## config.mk

```make
export PLATFORM = sky130hd
export DESIGN_NAME = cds_sideband
export DESIGN_NICKNAME = d
export VERILOG_FILES = /design/src/core/cds_pkg.sv /design/src/core/cds_sideband.sv
export SDC_FILE = /design/constraint.sdc
export NUM_CORES = 1
export LEC_CHECK = 0
export ABC_CLOCK_PERIOD_IN_PS = 3300
export BUFFER_PORTS_ARGS = -buffer_cell sky130_fd_sc_hd__buf_2
export CAP_MARGIN = 20
export CORE_MARGIN = 2
export CORE_UTILIZATION = 35
export DETAILED_ROUTE_END_ITERATION = 8
export PLACE_DENSITY = 0.64
export SYNTH_ARGS = -nofsm -noshare
export SYNTH_HDL_FRONTEND = slang
export SYNTH_SLANG_ARGS = --single-unit
```

## constraint.sdc

```tcl
create_clock -name CLK_SYS_IN -period 3.3 [get_ports CLK_SYS_IN]
set_clock_uncertainty 0.1 [all_clocks]
set_input_delay 0.33 -clock CLK_SYS_IN [delete_from_list [all_inputs] [get_ports CLK_SYS_IN]]
set_output_delay 0.33 -clock CLK_SYS_IN [all_outputs]
set_load 0.01 [all_outputs]
```

## src/core/cds_pkg.sv

```systemverilog
package cds_pkg;
    // register byte offsets on the apb side
    localparam logic [7:0] OFS_CTRL = 8'h00;
    localparam logic [7:0] OFS_STAT = 8'h04;
    localparam logic [7:0] OFS_TXD = 8'h08;
    localparam logic [7:0] OFS_RXD = 8'h0C;
    localparam logic [7:0] OFS_WP0 = 8'h10;
    localparam logic [7:0] OFS_WP1 = 8'h20;
    localparam logic [7:0] OFS_END = 8'h30;
    // control register fields
    localparam int CTRL_EXTERNAL_DEBUG_REQ = 1;
    localparam int CTRL_WPEN0 = 4;
    localparam logic [31:0] CTRL_RST = 32'h0000_0000;
    // status register fields
    localparam int ST_RXF = 0;
    localparam int ST_TXE = 1;
    localparam int ST_ACK = 2;
    localparam int ST_ISA = 3;
    localparam int ST_WPH0 = 4;
    localparam int ST_WPA0 = 6;
    localparam int ST_SCN = 8;
    localparam int ST_MODE = 16;
    // synchroniser vector layout
    localparam int PS_DBG = 0;
    localparam int PS_TCK = 1;
    localparam int PS_TRST = 2;
    localparam int PS_UPD = 3;
    localparam int PS_SHF = 4;
    localparam int PS_INS = 5;
    localparam int PS_SCN = 9;
    localparam int PS_W = 13;
    // resting level of the synchronised pins
    localparam logic [12:0] PS_RST = 13'h0000;
    // one watchpoint's comparison set
    typedef struct packed {
        logic [31:0] av;
        logic [31:0] am;
        logic [31:0] dv;
        logic [31:0] dm;
    } cds_wp_t;
    // watched bus sample
    typedef struct packed {
        logic [31:0] addr;
        logic [31:0] data;
    } cds_bus_t;
    // coprocessor handshake states
    typedef enum logic [2:0] {
        CP_IDLE = 3'b001,
        CP_REQ = 3'b010,
        CP_WAIT = 3'b100
    } cds_cp_t;
endpackage

```

## src/core/cds_sideband.sv

```systemverilog
`timescale 1ns/1ps
module cds_sideband
    import cds_pkg::*;
#(
    parameter logic [3:0] TRISTATE_INSTR_ACTIVE_CODE = 4'h7
) (
    input wire logic CLK_SYS_IN,
    input wire logic RSTN_IN,
    input wire logic PSEL_IN,
    input wire logic PENABLE_IN,
    input wire logic PWRITE_IN,
    input wire logic [7:0] PADDR_IN,
    input wire logic [31:0] PWDATA_IN,
    output logic [31:0] PRDATA_OUT,
    output logic PREADY_OUT,
    output logic PSLVERR_OUT,
    input wire logic RX_LOAD_IN,
    input wire logic [31:0] RX_DATA_IN,
    input wire logic TX_TAKE_IN,
    output logic [31:0] TX_DATA_OUT,
    input wire logic DEBUG_STATE_IN,
    input wire logic EXT_DEBUG_REQ_IN,
    input wire logic [31:0] WATCH_ADDR_IN,
    input wire logic [31:0] WATCH_DATA_IN,
    input wire logic CP_START_IN,
    input wire logic COPROC_ABSENT_IN,
    input wire logic COPROC_BUSY_IN,
    input wire logic WRITE_CYCLE_IN,
    input wire logic EXEC_FAIL_IN,
    input wire logic [4:0] MODE_IN,
    input wire logic BX_EXEC_IN,
    input wire logic TESTER_TAP_RESET_N_IN,
    input wire logic TESTER_TAP_CLOCK_IN,
    input wire logic TAP_UPDATE_DR_IN,
    input wire logic TAP_SHIFT_DR_IN,
    input wire logic [3:0] TAP_INSTR_IN,
    input wire logic [3:0] TAP_SCAN_NUM_IN,
    output logic COMM_RX_FULL_OUT,
    output logic COMM_TX_EMPTY_OUT,
    output logic DEBUG_ACK_OUT,
    output logic INTERNAL_DEBUG_REQ_OUT,
    output logic TRISTATE_INSTR_ACTIVE_OUT,
    output logic [1:0] WATCHPOINT_MATCH_OUT,
    output logic COPROC_INSTR_N_OUT,
    output logic CP_UNDEF_OUT,
    output logic CP_DONE_OUT,
    output logic WRITE_DRIVE_EN_N_OUT,
    output logic WRITE_DRIVE_EN_INT_N_OUT,
    output logic NOT_EXECUTED_OUT,
    output logic [4:0] PROC_MODE_INV_OUT,
    output logic SERIAL_OUT_EN_N_OUT,
    output logic [3:0] SCAN_CHAIN_SEL_OUT,
    output logic COMPACT_ISA_STATE_OUT,
    output logic TESTER_TAP_RESET_N_OUT,
    output logic TESTER_TAP_CLOCK_OUT
);

    ////////////////////////////////////////////////////////////////////////
    // helpers

    // masked compare: a set mask bit means do not care
    function automatic logic wp_hit(input cds_wp_t c, input cds_bus_t b);
        wp_hit = (((b.addr ^ c.av) & ~c.am) == 32'h0000_0000) &&
                 (((b.data ^ c.dv) & ~c.dm) == 32'h0000_0000);
    endfunction

    // true when the address lies in the 16-byte window of the watchpoint set at base
    function automatic logic wp_sel(input logic [7:0] a, input logic [7:0] base);
        wp_sel = (a >= base) && (a < base + 8'h10);
    endfunction

    ////////////////////////////////////////////////////////////////////////
    // pin synchronisers

    logic [12:0] pin_raw; // pins from outside this clock
    logic [12:0] s1_q; // first stage, read by s2 only
    logic [12:0] s2_q;
    logic [12:0] s3_q;
    logic [12:0] flt_q; // accepted level per bit
    logic tck_prev_q; // last accepted tester clock
    logic tck_fall; // one-cycle enable on tck fall

    assign pin_raw = {TAP_SCAN_NUM_IN, TAP_INSTR_IN, TAP_SHIFT_DR_IN,
                      TAP_UPDATE_DR_IN, TESTER_TAP_RESET_N_IN,
                      TESTER_TAP_CLOCK_IN, EXT_DEBUG_REQ_IN};

    // three flops; a bit is accepted once stages two and three agree
    always_ff @(posedge CLK_SYS_IN or negedge RSTN_IN) begin
        if (!RSTN_IN) begin
            s1_q <= PS_RST;
            s2_q <= PS_RST;
            s3_q <= PS_RST;
        end else begin
            s1_q <= pin_raw;
            s2_q <= s1_q;
            s3_q <= s2_q;
        end
    end

    // per-bit filter; a lone glitch never reaches the logic
    genvar gi;
    generate
        for (gi = 0; gi < PS_W; gi++) begin : g_flt
            always_ff @(posedge CLK_SYS_IN or negedge RSTN_IN) begin
                if (!RSTN_IN) begin
                    flt_q[gi] <= PS_RST[gi];
                end else if (s2_q[gi] == s3_q[gi]) begin
                    flt_q[gi] <= s3_q[gi];
                end
            end
        end
    endgenerate

    // tester clock edge history; the system clock must be well above it
    always_ff @(posedge CLK_SYS_IN or negedge RSTN_IN) begin
        if (!RSTN_IN) begin
            tck_prev_q <= 1'b0;
        end else begin
            tck_prev_q <= flt_q[PS_TCK];
        end
    end

    assign tck_fall = tck_prev_q & ~flt_q[PS_TCK];

    ////////////////////////////////////////////////////////////////////////
    // apb slave and registers

    logic [31:0] ctrl_q; // debug control register
    logic [31:0] txd_q; // transmit word
    logic [31:0] rxd_q; // receive word
    logic rx_full_q;
    logic tx_full_q;
    cds_wp_t wp_q [2]; // watchpoint sets, by index
    logic pready_q;
    logic pslverr_q;
    logic [31:0] prdata_q;
    logic acc_done; // access completes this edge
    logic wr_en;
    logic rd_en;
    logic sel_wp0;
    logic sel_wp1;
    logic addr_ok;
    logic [31:0] stat_w; // live status word
    logic [31:0] rd_mux; // read data for the address
    logic [31:0] wp_word [2]; // selected field of each set
    logic [1:0] hit_w; // raw comparator results

    assign acc_done = PSEL_IN & PENABLE_IN & pready_q;
    assign wr_en = acc_done & PWRITE_IN & addr_ok;
    assign rd_en = acc_done & ~PWRITE_IN & addr_ok;
    assign sel_wp0 = wp_sel(PADDR_IN, OFS_WP0);
    assign sel_wp1 = wp_sel(PADDR_IN, OFS_WP1);
    // only aligned words inside the map answer without error
    assign addr_ok = (PADDR_IN[1:0] == 2'h0) && (PADDR_IN < OFS_END);

    // field within a set chosen by word offset
    generate
        for (gi = 0; gi < 2; gi++) begin : g_wpw
            assign wp_word[gi] = (PADDR_IN[3:2] == 2'h0) ? wp_q[gi].av :
                                 (PADDR_IN[3:2] == 2'h1) ? wp_q[gi].am :
                                 (PADDR_IN[3:2] == 2'h2) ? wp_q[gi].dv :
                                 wp_q[gi].dm;
        end
    endgenerate

    // status word shows the block's own state
    assign stat_w = {11'h000, ~PROC_MODE_INV_OUT, 4'h0, SCAN_CHAIN_SEL_OUT,
                     ctrl_q[CTRL_WPEN0 +: 2] & WATCHPOINT_MATCH_OUT,
                     WATCHPOINT_MATCH_OUT, COMPACT_ISA_STATE_OUT,
                     DEBUG_ACK_OUT, ~tx_full_q, rx_full_q};

    assign rd_mux = (PADDR_IN == OFS_CTRL) ? ctrl_q :
                    (PADDR_IN == OFS_STAT) ? stat_w :
                    (PADDR_IN == OFS_TXD) ? txd_q :
                    (PADDR_IN == OFS_RXD) ? rxd_q :
                    sel_wp0 ? wp_word[0] :
                    sel_wp1 ? wp_word[1] : 32'h0000_0000;

    // ready one cycle into access: no wait states, and never twice
    always_ff @(posedge CLK_SYS_IN or negedge RSTN_IN) begin
        if (!RSTN_IN) begin
            pready_q <= 1'b0;
            pslverr_q <= 1'b0;
            prdata_q <= 32'h0000_0000;
        end else begin
            pready_q <= PSEL_IN & ~PENABLE_IN;
            pslverr_q <= PSEL_IN & ~PENABLE_IN & ~addr_ok;
            prdata_q <= (PSEL_IN & ~PENABLE_IN & ~PWRITE_IN) ? rd_mux : 32'h0000_0000;
        end
    end

    // control and transmit word writes
    always_ff @(posedge CLK_SYS_IN or negedge RSTN_IN) begin
        if (!RSTN_IN) begin
            ctrl_q <= CTRL_RST;
            txd_q <= 32'h0000_0000;
        end else if (wr_en) begin
            if (PADDR_IN == OFS_CTRL) begin
                ctrl_q <= PWDATA_IN;
            end
            if (PADDR_IN == OFS_TXD) begin
                txd_q <= PWDATA_IN;
            end
        end
    end

    // watchpoint set writes, one loop for both units
    generate
        for (gi = 0; gi < 2; gi++) begin : g_wpr
            logic hit_sel;
            assign hit_sel = (gi == 0) ? sel_wp0 : sel_wp1;
            always_ff @(posedge CLK_SYS_IN or negedge RSTN_IN) begin
                if (!RSTN_IN) begin
                    wp_q[gi] <= '0;
                end else if (wr_en && hit_sel) begin
                    case (PADDR_IN[3:2])
                        2'h0: wp_q[gi].av <= PWDATA_IN;
                        2'h1: wp_q[gi].am <= PWDATA_IN;
                        2'h2: wp_q[gi].dv <= PWDATA_IN;
                        default: wp_q[gi].dm <= PWDATA_IN;
                    endcase
                end
            end
            // comparator; the enable bit only colours the status word
            assign hit_w[gi] = wp_hit(wp_q[gi], {WATCH_ADDR_IN, WATCH_DATA_IN});
        end
    endgenerate

    ////////////////////////////////////////////////////////////////////////
    // communications channel

    // rx: load sets, software read clears; the load wins a tie
    always_ff @(posedge CLK_SYS_IN or negedge RSTN_IN) begin
        if (!RSTN_IN) begin
            rx_full_q <= 1'b0;
            rxd_q <= 32'h0000_0000;
        end else if (RX_LOAD_IN) begin
            rx_full_q <= 1'b1;
            rxd_q <= RX_DATA_IN;
        end else if (rd_en && PADDR_IN == OFS_RXD) begin
            rx_full_q <= 1'b0;
        end
    end

    // tx: software write fills, far side take empties; write wins
    always_ff @(posedge CLK_SYS_IN or negedge RSTN_IN) begin
        if (!RSTN_IN) begin
            tx_full_q <= 1'b0;
        end else if (wr_en && PADDR_IN == OFS_TXD) begin
            tx_full_q <= 1'b1;
        end else if (TX_TAKE_IN) begin
            tx_full_q <= 1'b0;
        end
    end

    ////////////////////////////////////////////////////////////////////////
    // coprocessor handshake

    cds_cp_t cp_q;
    cds_cp_t cp_d;
    logic cp_undef_d;
    logic cp_done_d;

    // strobe, then sample absent once, then wait on busy
    always_comb begin
        cp_d = cp_q;
        cp_undef_d = 1'b0;
        cp_done_d = 1'b0;
        case (cp_q)
            CP_IDLE: begin
                if (CP_START_IN) begin
                    cp_d = CP_REQ;
                end
            end
            CP_REQ: begin
                if (COPROC_ABSENT_IN) begin
                    cp_d = CP_IDLE;
                    cp_undef_d = 1'b1;
                end else if (!COPROC_BUSY_IN) begin
                    cp_d = CP_IDLE;
                    cp_done_d = 1'b1;
                end else begin
                    cp_d = CP_WAIT;
                end
            end
            CP_WAIT: begin
                if (!COPROC_BUSY_IN) begin
                    cp_d = CP_IDLE;
                    cp_done_d = 1'b1;
                end
            end
            default: cp_d = CP_IDLE;
        endcase
    end

    // replies are taken as same-clock levels, no synchroniser
    always_ff @(posedge CLK_SYS_IN or negedge RSTN_IN) begin
        if (!RSTN_IN) begin
            cp_q <= CP_IDLE;
            COPROC_INSTR_N_OUT <= 1'b1;
            CP_UNDEF_OUT <= 1'b0;
            CP_DONE_OUT <= 1'b0;
        end else begin
            cp_q <= cp_d;
            COPROC_INSTR_N_OUT <= (cp_d == CP_IDLE);
            CP_UNDEF_OUT <= cp_undef_d;
            CP_DONE_OUT <= cp_done_d;
        end
    end

    ////////////////////////////////////////////////////////////////////////
    // core status outputs, all on the system clock

    always_ff @(posedge CLK_SYS_IN or negedge RSTN_IN) begin
        if (!RSTN_IN) begin
            COMM_RX_FULL_OUT <= 1'b0;
            COMM_TX_EMPTY_OUT <= 1'b1;
            DEBUG_ACK_OUT <= 1'b0;
            INTERNAL_DEBUG_REQ_OUT <= 1'b0;
            TRISTATE_INSTR_ACTIVE_OUT <= 1'b0;
            WATCHPOINT_MATCH_OUT <= 2'h0;
            WRITE_DRIVE_EN_N_OUT <= 1'b1;
            WRITE_DRIVE_EN_INT_N_OUT <= 1'b1;
            NOT_EXECUTED_OUT <= 1'b0;
            PROC_MODE_INV_OUT <= 5'h1F;
            TESTER_TAP_RESET_N_OUT <= 1'b0;
            TESTER_TAP_CLOCK_OUT <= 1'b0;
        end else begin
            COMM_RX_FULL_OUT <= rx_full_q;
            COMM_TX_EMPTY_OUT <= ~tx_full_q;
            DEBUG_ACK_OUT <= DEBUG_STATE_IN;
            INTERNAL_DEBUG_REQ_OUT <= flt_q[PS_DBG] | ctrl_q[CTRL_EXTERNAL_DEBUG_REQ];
            TRISTATE_INSTR_ACTIVE_OUT <= (flt_q[PS_INS +: 4] == TRISTATE_INSTR_ACTIVE_CODE);
            WATCHPOINT_MATCH_OUT <= hit_w;
            WRITE_DRIVE_EN_N_OUT <= ~WRITE_CYCLE_IN;
            WRITE_DRIVE_EN_INT_N_OUT <= ~WRITE_CYCLE_IN;
            NOT_EXECUTED_OUT <= EXEC_FAIL_IN;
            PROC_MODE_INV_OUT <= ~MODE_IN;
            TESTER_TAP_RESET_N_OUT <= flt_q[PS_TRST];
            TESTER_TAP_CLOCK_OUT <= flt_q[PS_TCK];
        end
    end

    // isa state flips on every cycle that BX_EXEC_IN is high, with no edge detection
    always_ff @(posedge CLK_SYS_IN or negedge RSTN_IN) begin
        if (!RSTN_IN) begin
            COMPACT_ISA_STATE_OUT <= 1'b0;
        end else if (BX_EXEC_IN) begin
            COMPACT_ISA_STATE_OUT <= ~COMPACT_ISA_STATE_OUT;
        end
    end

    ////////////////////////////////////////////////////////////////////////
    // tap-timed outputs, moved on tester clock falls or forced to rest by tap reset

    // tap reset clears the chain number; shift state sets enable
    always_ff @(posedge CLK_SYS_IN or negedge RSTN_IN) begin
        if (!RSTN_IN) begin
            SCAN_CHAIN_SEL_OUT <= 4'h0;
            SERIAL_OUT_EN_N_OUT <= 1'b1;
        end else if (!flt_q[PS_TRST]) begin
            SCAN_CHAIN_SEL_OUT <= 4'h0;
            SERIAL_OUT_EN_N_OUT <= 1'b1;
        end else if (tck_fall) begin
            if (flt_q[PS_UPD]) begin
                SCAN_CHAIN_SEL_OUT <= flt_q[PS_SCN +: 4];
            end
            SERIAL_OUT_EN_N_OUT <= ~flt_q[PS_SHF];
        end
    end

    assign PRDATA_OUT = prdata_q;
    assign PREADY_OUT = pready_q;
    assign PSLVERR_OUT = pslverr_q;
    assign TX_DATA_OUT = txd_q;
endmodule

```

==> results of run 1 <==
-- area by class of cell --
class / count / area share, %
flip-flops and latches: 468 / 44.77
inverters: 20 / 0.2867
multi-input cells: 931 / 35.03
diodes: 8 / 0.07644
clock buffers: 80 / 5.704
clock inverters: 12 / 0.6498
repair buffers: 373 / 9.713
well taps: 790 / 3.774
-- metal layers --
layer  vias to the layer above  GRT usage [%]  wire [µm]
met5                         -              0        147
met2                       593          35.22      33300
li1                       6286              -          -
met3                       132          6.128       6137
met4                        24          7.828       2222
met1                      7850          30.89      30480
-- power groups by stage --
stage               clock network (mW)  registers (mW)  logic (mW)
finish                            5.75            5.94       0.943
global route                      6.07            5.94        1.02
CTS                               5.83            5.94       0.947
detailed placement                   0            6.04       0.878
global placement                     0            6.03       0.865
floorplan                            0            6.02       0.391
-- placed cells by master (no fill, tap or decap), types with 3 or more instances in the layout --
master,instances
buf_12,16
mux2_2,247
a31oi_1,8
nor2b_1,23
clkbuf_1,17
nand2_2,3
dlygate4sd3_1,69
clkinv_2,4
buf_4,30
nand4_1,4
a2bb2oi_1,5
maj3_1,13
diode_2,8
a22o_1,15
mux2i_1,19
o22ai_1,66
mux2_1,79
dfstp_2,10
clkbuf_16,50
nor2_1,7
nor4_1,16
bufinv_16,3
o221a_2,5
a22oi_1,27
buf_2,256
mux4_2,56
mux2_4,30
o21ai_0,47
o211ai_1,8
xnor2_1,128
clkbuf_8,13
nand2b_1,4
inv_1,20
a32o_1,10
nand3b_1,4
nand2_1,17
nand3_1,18
dfrtp_1,458
a21oi_1,37
-- worst register-to-register path, delay by kind of cell (launching register included) --
family	cells	cell delay [ps]
and+or+nand+nor	3	860
muxes	1	350
buffers and inverters	2	480
DFF	1	350
-- stage by stage --
step	util, %	hold WS [ps]	setup slack (ps)
4_1_cts	42.61	6.335	721.8
5_1_grt	42.65	32.84	553.7
3_5_place_dp	38.77	234.7	632.5
2_1_floorplan	-	-65.59	1189
6_report	42.67	40.95	640.5
3_3_place_gp	38.77	231.6	695.8
-- worst min-delay path by stage --
| stage | to | slack, ps | cells past startpoint |
|---|---|---|---|
| after detailed placement | s2_q[6] | 230 | 0 |
| after CTS | wp_q[172] | 6 | 2 |
| after global placement | s2_q[4] | 230 | 0 |
| final | wp_q[216] | 40 | 2 |
| after floorplan | COMM_RX_FULL_OUT | -70 | 0 |
| after global routing | wp_q[204] | 30 | 2 |
-- state kept, by name (all words and copies together) (netlist names), 2 cells and up --
name,flops
TX_DATA_OUT,32
flt_q,13
wp_q,256
ctrl_q,32
PROC_MODE_INV_OUT,5
s2_q,13
SCAN_CHAIN_SEL_OUT,4
cp_q,3
s3_q,13
rxd_q,32
WATCHPOINT_MATCH_OUT,2
PRDATA_OUT,32
s1_q,13
-- logic make-up (layout without fill, tap and decap cells) --
kind of cell | count (synthesis) | after routing | share of synthesized area, %
xor+xnor | 130 | 130 | 5.278
simple gates | 118 | 118 | 3.358
buf+inv | 143 | 485 | 3.283
mux | 431 | 431 | 25.83
flops | 468 | 468 | 54.35
fa+ha+maj | 13 | 13 | 0.6032
compound gates | 239 | 239 | 7.297
other cells | 0 | 8 | 0
-- repair_timing --
action,in CTS,in global routing
setup buffers,0,0
endpoints found under the hold margin,160,0
hold buffers,69,0
==> results by group, run 1 <==
Global routing
  • First-pass GRT wire length: 106300 µm
  • Pin count of the biggest net entering global routing: 99
  • Initial antenna violation count: 20
  • Remaining Overflow, GRT: 0
  • Vias in the first global route: 15480
  • Gr usage total: 22.75%

Yosys
  • Mapped Nets: 1710
  • Mapped Cells: 1542
  • Asr flop ratio synth: 100.0%
  • Synth top area share: 53.13%
  • Most used DFF post-synth: dfrtp_1
  • Post-synth EDFFs: 0
  • Synthesized area per cell: 13.99 µm²
  • Synth Register Bits: 468
  • Cell taking the most area after synthesis: dfrtp_1
  • Sequential area share after synthesis: 54.35%
  • Post-synth top cells: dfrtp_1, mux2_2, xnor2_1
  • Cell area after synthesis: 0.02157 mm²
  • Synth top area cells: dfrtp_1, mux2_2, mux4_2
  • Synth Warn #: 0
  • Unique masters post-synth: 60
  • Count leader, synth: dfrtp_1

Worst setup path
  • Max FO, Critical Path: 24
  • Crit path max-delay family: buffers and inverters
  • Worst Path Buf+Inv: 5
  • Setup CP Type: in -> reg
  • Reg2reg start: PREADY_OUT
  • Critical-path cell list: dlygate4sd3_1, buf_2, nand2b_1, dlygate4sd3_1, inv_1, nand2b_1, nor2_2, buf_4, a22o_1
  • Flop-to-flop setup slack: 1050 ps
  • CP endpoint kind: register
  • Critical-path top delay cell: nand2b_1
  • CP Data Required Time: 3660 ps
  • RR Endpoint: ctrl_q[27]
  • Crit path to: PRDATA_OUT[14]
  • Worst reg-to-reg path cell count: 6
  • Crit-path max cell delay: 630 ps
  • Startpoint types: primary input
  • Stages on worst setup path: 9
  • CP Data Arrival Time: 3020 ps
  • CP startpoint: PSEL_IN

Power and ir drop
  • Clock Power Share: 45.5%
  • Sw frac: 24.19%
  • Combinational power share: 7.5%
  • Overall Power: 12.63 mW
  • Pwr dens: 482.3 mW/mm²
  • Sequential power share: 47.0%
  • Leak Pwr: 12.34 nW
  • Peak VDD IR: 0.0003394 V
  • P_int: 9.575 mW
  • Net switching power: 3.055 mW

CTS
  • CTS clk-pin slew, worst paths: 60 ps
  • Worst skew pair latency: 610 ps
  • TritonCTS Buffers: 49
  • CTS tree: built
  • Clk buf depth: 3
  • Root buffer cell: clkbuf_16
  • H-tree levels: 2
  • CTS Sinks: 468
  • Post-cts resize count: 0

Finish
  • Storage cell area: 0.01172 mm²
  • Layout Cells excl Fill: 2682
  • Multi-input gate area: 0.009174 mm²
  • Final instance area: 0.02619 mm²
  • Post-layout nets: 2011
  • Fraction of layout instances using a drive strength above 1: 39.49%
  • Fillers: 5570
  • P&R area growth vs syn: 21.40%

Min path
  • Path type of the worst min-delay path: in -> reg
  • Hold path startpoint: PWDATA_IN[24]

STA
  • Worst slew pin tran: 948.6 ps
  • Max Transition Viols Final: 0
  • F_max: 0.3760 GHz
  • Final Cycle Share: 80.59%
  • RSZ-0062 raised after global routing: no
  • Fin. Hold Viols: 0
  • Slew HR: 36.76%
  • Final TNS setup: 0 ps
  • Period minus WS final: 2660 ps
  • # setup viols final: 0

Die
  • Ports: 260
  • Site Rows: 91
  • Total die area: 0.06364 mm²
  • Die width: 252.3 µm
  • Die Y: 252.3 µm
  • Core region area: 0.06137 mm²
  • Initial core utilization: 35.15%

Placement
  • Detailed placement HPWL: 51570 µm
  • Port-buffer cells: 259
  • Cell area after placement: 0.02379 mm²
  • Final GP Congestion: 0.8697
  • Cells after DPL: 2512

Routing
  • Drc violations: 0
  • Final ANT Viol Nets: 0
  • WL final: 72280 µm
  • DRT Pass-1 Iters: 5
  • Vias: 14890
  • Wire length per cell: 26.95 µm
  • Via/cell ratio: 5.550
  • Initial DRC Count: 1194

Job
  • Max cap viols: 0

Run status
  • Status: complete, no violations
(Power assumes the default switching activity.)
==> inputs of run 2 (changes only) <==
--- a/config.mk
+++ b/config.mk
@@ -5,7 +5,7 @@
 export SDC_FILE = /design/constraint.sdc
 export NUM_CORES = 1
 export LEC_CHECK = 0
-export ABC_CLOCK_PERIOD_IN_PS = 3300
+export ABC_CLOCK_PERIOD_IN_PS = 2700
 export BUFFER_PORTS_ARGS = -buffer_cell sky130_fd_sc_hd__buf_2
 export CAP_MARGIN = 20
 export CORE_MARGIN = 2
==> constraint.sdc (replaced) <==
create_clock -name CLK_SYS_IN -period 2.7 [get_ports CLK_SYS_IN]
set_clock_uncertainty 0.1 [all_clocks]
set_input_delay 0.27 -clock CLK_SYS_IN [delete_from_list [all_inputs] [get_ports CLK_SYS_IN]]
set_output_delay 0.27 -clock CLK_SYS_IN [all_outputs]
set_load 0.01 [all_outputs]
==> results by group, run 2 (same netlist as run 1, synthesis figures left out) <==
Run status
  • Status: complete, no violations

CTS
  • CTS Sinks: 468 (unchanged)
  • CTS clk-pin slew, worst paths: 60 ps (about the same)
  • CTS tree: built
  • TritonCTS Buffers: 50 (+2.0%)
  • Worst skew pair latency: 620 ps (about the same)
  • H-tree levels: 2 (unchanged)
  • Clk buf depth: 3 (unchanged)
  • Post-cts resize count: 0 (unchanged)
  • Root buffer cell: clkbuf_16

Finish
  • Layout Cells excl Fill: 2707 (+0.93%)
  • Commonest non-fill, non-tap cell in the layout: dfrtp_1
  • Final instance area: 0.02657 mm² (+1.5%)
  • Final core utilization: 43.30% (+0.63 points)
  • Top reg by flops: wp_q
  • Fillers: 5512 (-1.0%)
  • P&R area growth vs syn: 23.19%
  • Max reg flops: 256 (unchanged)
  • Commonest non-fill, non-tap cells in the layout: dfrtp_1, buf_2, mux2_2
  • Fraction of layout instances using a drive strength above 1: 39.73% (+0.24 points)
  • Post-layout nets: 2043 (+1.6%)

Worst setup path
  • CP startpoint: PADDR_IN[0]
  • Worst Path Buf+Inv: 3 (-2)
  • Startpoint types: primary input
  • CP Data Arrival Time: 2820 ps (-200 ps)
  • CP Data Required Time: 3080 ps (-580 ps)
  • Reg2reg start: wp_q[232]
  • Critical-path cell list: dlygate4sd3_1, buf_2, nor3_2, nand2_1, o41ai_1, dlygate4sd3_1, nand2b_1
  • Crit path max-delay family: buffers and inverters
  • CP most frequent cell: dlygate4sd3_1
  • CP endpoint kind: register
  • Max FO, Critical Path: 14 (-42%)
  • Crit-path max cell delay: 590 ps (-40 ps)
  • Critical-path top delay cell: dlygate4sd3_1
  • Setup CP Type: in -> reg

Routing
  • Vias: 15050 (+1.1%)
  • Drc violations: 0 (unchanged)
  • Wire length per cell: 26.42 µm (-2.0%)
  • Initial DRC Count: 1283 (+7.5%)
  • Via/cell ratio: 5.558 (+0.15%)
  • DRT Pass-1 Iters: 5 (unchanged)
  • Final ANT Viol Nets: 0 (unchanged)
  • WL final: 71530 µm (-1.0%)

STA
  • RSZ-0062 raised after global routing: no
  • Fin. Hold Viols: 0 (unchanged)
  • Worst slew pin tran: 908.6 ps (-39.98 ps)
  • Final TNS setup: 0 ps (unchanged)
  • Final worst slack: 260.2 ps (-380.3 ps)
  • Slew HR: 39.43% (+2.7 points)
  • Hold Slack: 28.33 ps (-12.62 ps)
  • Period minus WS final: 2440 ps
  • # setup viols final: 0 (unchanged)
  • F_max: 0.4099 GHz
  • Final Cycle Share: 90.36%
  • Max Transition Viols Final: 0 (unchanged)

Global routing
  • Vias in the first global route: 15490 (+0.078%)
  • Initial antenna violation count: 19 (-5.0%)
  • Pin count of the biggest net entering global routing: 112 (+13%)
  • Gr usage total: 22.41% (-0.34 points)
  • Remaining Overflow, GRT: 0 (unchanged)
  • First-pass GRT wire length: 105100 µm (-1.1%)

Min path
  • Path type of the worst min-delay path: in -> reg
  • Hold path startpoint: PWDATA_IN[17]

Die
  • Site Rows: 91 (unchanged)
  • Total die area: 0.06364 mm² (unchanged)
  • Die width: 252.3 µm (unchanged)
  • Die Y: 252.3 µm (unchanged)
  • Core region area: 0.06137 mm² (unchanged)
  • Ports: 260 (unchanged)
  • Initial core utilization: 35.15% (unchanged)

Job
  • Max cap viols: 0 (unchanged)

Placement
  • Port-buffer cells: 259 (unchanged)
  • Final GP Congestion: 0.9131 (+5.0%)
  • Cell area after placement: 0.02393 mm² (+0.57%)
  • Cells after DPL: 2525 (+0.52%)
  • Detailed placement HPWL: 51270 µm (-0.59%)
  • Dpl ws: 229.5 ps (-403.0 ps)

Power and ir drop
  • Leak Pwr: 12.53 nW (+1.5%)
  • Peak VDD IR: 0.0004362 V (+29%)
  • Overall Power: 15.74 mW (+25%)
  • Pwr dens: 592.4 mW/mm² (+23%)
[run 2: worst register-to-register path, stage by stage, from the launching register on]
cell and delay (ps):
dfrtp_1 410, xnor2_1 190, o22ai_1 220, nor4_1 570, nand4_1 240, nor2_1 290
[run 2: final timing paths]
check                      depth (start not counted)                 endpoint  slack [ps]
max                                                7                rx_full_q         260
min                                                2                wp_q[209]          30
max reg2reg                                        5  WATCHPOINT_MATCH_OUT[0]         580
min reg2reg                                        0                  s2_q[3]         250
max in group asynchronous                          3           PRDATA_OUT[12]        1490
min in group asynchronous                          2                  cp_q[1]          40
[run 2: repair_timing]
item | in CTS | in global routing
hold buffers | 88 | 0
hold endpoints to repair | 632 | 0
setup buffers | 0 | 0
[run 2: power breakdown]
group / switching (mW) / internal [mW] / leakage [nW] / total [mW]
sequential: 0.0960 / 7.16 / 6.28 / 7.26
clock: 2.91 / 4.40 / 0.849 / 7.31
combinational: 0.694 / 0.483 / 5.40 / 1.18
[run 2: routing by layer]
metal  up-vias  wire length, µm  track usage (%)  part of all wire [%]
li1       6343                -                -                     -
met1      7843            29960            30.25                    42
met2       666            32420            34.61                    45
met3       166             6127            5.839                   8.6
met4        28             2860            8.639                   4.0
met5         -              159                0                  0.22
[run 2: area by class of cell]
type,instances,area [µm²],area share (%)
diodes,4,10.01,0.03767
clock inverters,18,310.3,1.168
inverters,20,75.07,0.2825
clock buffers,72,1444,5.433
multi-input cells,931,9174,34.52
flip-flops and latches,468,11720,44.12
repair buffers,404,2849,10.72
well taps,790,988.4,3.720
==> inputs of run 3 (changes only) <==
--- a/config.mk
+++ b/config.mk
@@ -8,10 +8,13 @@
 export ABC_CLOCK_PERIOD_IN_PS = 2700
 export BUFFER_PORTS_ARGS = -buffer_cell sky130_fd_sc_hd__buf_2
 export CAP_MARGIN = 20
+export CELL_PAD_IN_SITES_DETAIL_PLACEMENT = 0
+export CELL_PAD_IN_SITES_GLOBAL_PLACEMENT = 1
 export CORE_MARGIN = 2
 export CORE_UTILIZATION = 35
 export DETAILED_ROUTE_END_ITERATION = 8
-export PLACE_DENSITY = 0.64
+export PLACE_DENSITY = 0.72
+export RECOVER_POWER = 25
 export SYNTH_ARGS = -nofsm -noshare
 export SYNTH_HDL_FRONTEND = slang
 export SYNTH_SLANG_ARGS = --single-unit
==> results by group, run 3 (same netlist as run 1, synthesis figures left out) <==
Run status
  • Status: finished with violations
  • Failing checks: max-capacitance violations, max-slew violations

CTS
  • Worst skew pair latency: 610 ps (about the same)
  • Root buffer cell: clkbuf_16
  • CTS Sinks: 468 (unchanged)
  • Post-cts resize count: 0 (unchanged)
  • CTS tree: built
  • Clk buf depth: 3 (unchanged)
  • CTS clk-pin slew, worst paths: 60 ps (about the same)
  • TritonCTS Buffers: 51 (+2.0%)
  • Post-CTS setup buffer count: 0 (unchanged)
  • Post-CTS Hold Buffers: 86 (-2.3%)
  • H-tree levels: 2 (unchanged)

Finish
  • Post-layout nets: 2048 (+0.24%)
  • Commonest non-fill, non-tap cells in the layout: dfrtp_1, buf_2, mux2_2
  • Max reg flops: 256 (unchanged)
  • Layout Cells excl Fill: 2712 (+0.18%)
  • Commonest non-fill, non-tap cell in the layout: dfrtp_1
  • Final instance area: 0.02648 mm² (-0.35%)
  • Fillers: 5539 (+0.49%)
  • P&R area growth vs syn: 22.76%
  • Top reg by flops: wp_q
  • Fraction of layout instances using a drive strength above 1: 39.98% (+0.25 points)

STA
  • Max Transition Viols Final: 82 (+82)
  • # setup viols final: 0 (unchanged)
  • RSZ-0062 raised after global routing: no
  • Worst slew pin tran: 2329 ps (+1421 ps)
  • Fin. Hold Viols: 0 (unchanged)
  • Hold Slack: 38.51 ps (+10.18 ps)
  • Final Cycle Share: 89.55% (-0.81 points)
  • Period minus WS final: 2418 ps (-21.89 ps)
  • F_max: 0.4136 GHz (+0.91%)
  • Slew HR: -55.28% (-95 points)
  • Final TNS setup: 0 ps (unchanged)

Routing
  • Vias: 14930 (-0.79%)
  • Wire length per cell: 26.89 µm (+1.8%)
  • Drc violations: 0 (unchanged)
  • Final ANT Viol Nets: 0 (unchanged)
  • Via/cell ratio: 5.504 (-0.97%)
  • WL final: 72920 µm (+1.9%)
  • Initial DRC Count: 1330 (+3.7%)
  • DRT Pass-1 Iters: 5 (unchanged)

Die
  • Initial core utilization: 35.15% (unchanged)
  • Die Y: 252.3 µm (unchanged)
  • Core region area: 0.06137 mm² (unchanged)
  • Ports: 260 (unchanged)
  • Die width: 252.3 µm (unchanged)
  • Total die area: 0.06364 mm² (unchanged)
  • Site Rows: 91 (unchanged)

Min path
  • Path type of the worst min-delay path: in -> reg
  • Number of instances on the worst hold path: 2 (unchanged)

Placement
  • Final GP Congestion: 0.8923 (-2.3%)
  • Detailed placement HPWL: 52270 µm (+1.9%)
  • Port-buffer cells: 259 (unchanged)
  • Cell area after placement: 0.02399 mm² (+0.24%)
  • Cells after DPL: 2531 (+0.24%)

Global routing
  • First-pass GRT wire length: 107300 µm (+2.0%)
  • Initial antenna violation count: 3 (-16)
  • Gr usage total: 22.90% (+0.48 points)
  • Pin count of the biggest net entering global routing: 88 (-21%)
  • Vias in the first global route: 15560 (+0.44%)
  • Remaining Overflow, GRT: 0 (unchanged)

Worst setup path
  • CP Data Arrival Time: 2840 ps (+20 ps)
  • CP Data Required Time: 3120 ps (+40 ps)
  • Max FO, Critical Path: 16 (+2)
  • Worst reg-to-reg path cell count: 5 (unchanged)
  • Startpoint types: primary input
  • CP endpoint kind: register
  • Setup CP Type: in -> reg

Power and ir drop
  • Peak VDD IR: 0.0004127 V (-5.4%)
  • Overall Power: 15.43 mW (-2.0%)
  • Leak Pwr: 12.50 nW (-0.21%)
  • Pwr dens: 582.6 mW/mm² (-1.6%)

Job
  • Max cap viols: 2 (+2)
[run 3: per-stage QoR]
step | util [%] | setup slack (ps)
after floorplan | - | 649.0
after global routing | 43.15 | 125.2
after detailed placement | 39.09 | 191.5
final | 43.15 | 282.1
after global placement | 39.09 | 223.4
after CTS | 43.21 | 339.3
[run 3: worst paths after layout]
| path | slack, ps | startpoint | endpoint |
|---|---|---|---|
| max in group asynchronous | 390 | RSTN_IN | INTERNAL_DEBUG_REQ_OUT |
| min in group asynchronous | 590 | RSTN_IN | cp_q[2] |
| worst max-delay path | 280 | PSEL_IN | PRDATA_OUT[13] |
| worst max register to register | 490 | wp_q[232] | WATCHPOINT_MATCH_OUT[0] |
| worst min register to register | 240 | s1_q[4] | s2_q[4] |
| worst min-delay path | 40 | PWDATA_IN[14] | wp_q[206] |
[run 3: layout make-up]
class	instances	area, µm²	share of cell area (%)
flip-flops and latches	468	11720	44.27
multi-input cells	931	9174	34.64
repair buffers	408	2848	10.75
clock buffers	75	1518	5.731
well taps	790	988.4	3.733
clock inverters	19	152.6	0.5764
inverters	20	75.07	0.2835
diodes	1	2.502	0.009450
[run 3: where the power goes]
group          switching, mW  leakage, nW  internal [mW]
Sequential            0.0945         6.28           7.16
Combinational          0.703         5.40          0.484
Clock                   2.99        0.820           4.00
[run 3: layer usage]
metal	share of wire, %	track usage (%)	vias to the layer above
met3	6.2	4.150	100
li1	-	-	6348
met2	46	35.80	548
met4	2.8	6.779	2
met1	45	32.53	7929
met5	0.018	0	-
[run 3: critical path: stages]
cell	delay (ps)
dlygate4sd3_1	520
buf_2	120
nand2b_1	80
dlygate4sd3_1	590
inv_1	90
nand2b_1	90
nor2_2	470
buf_4	370
a22o_1	230
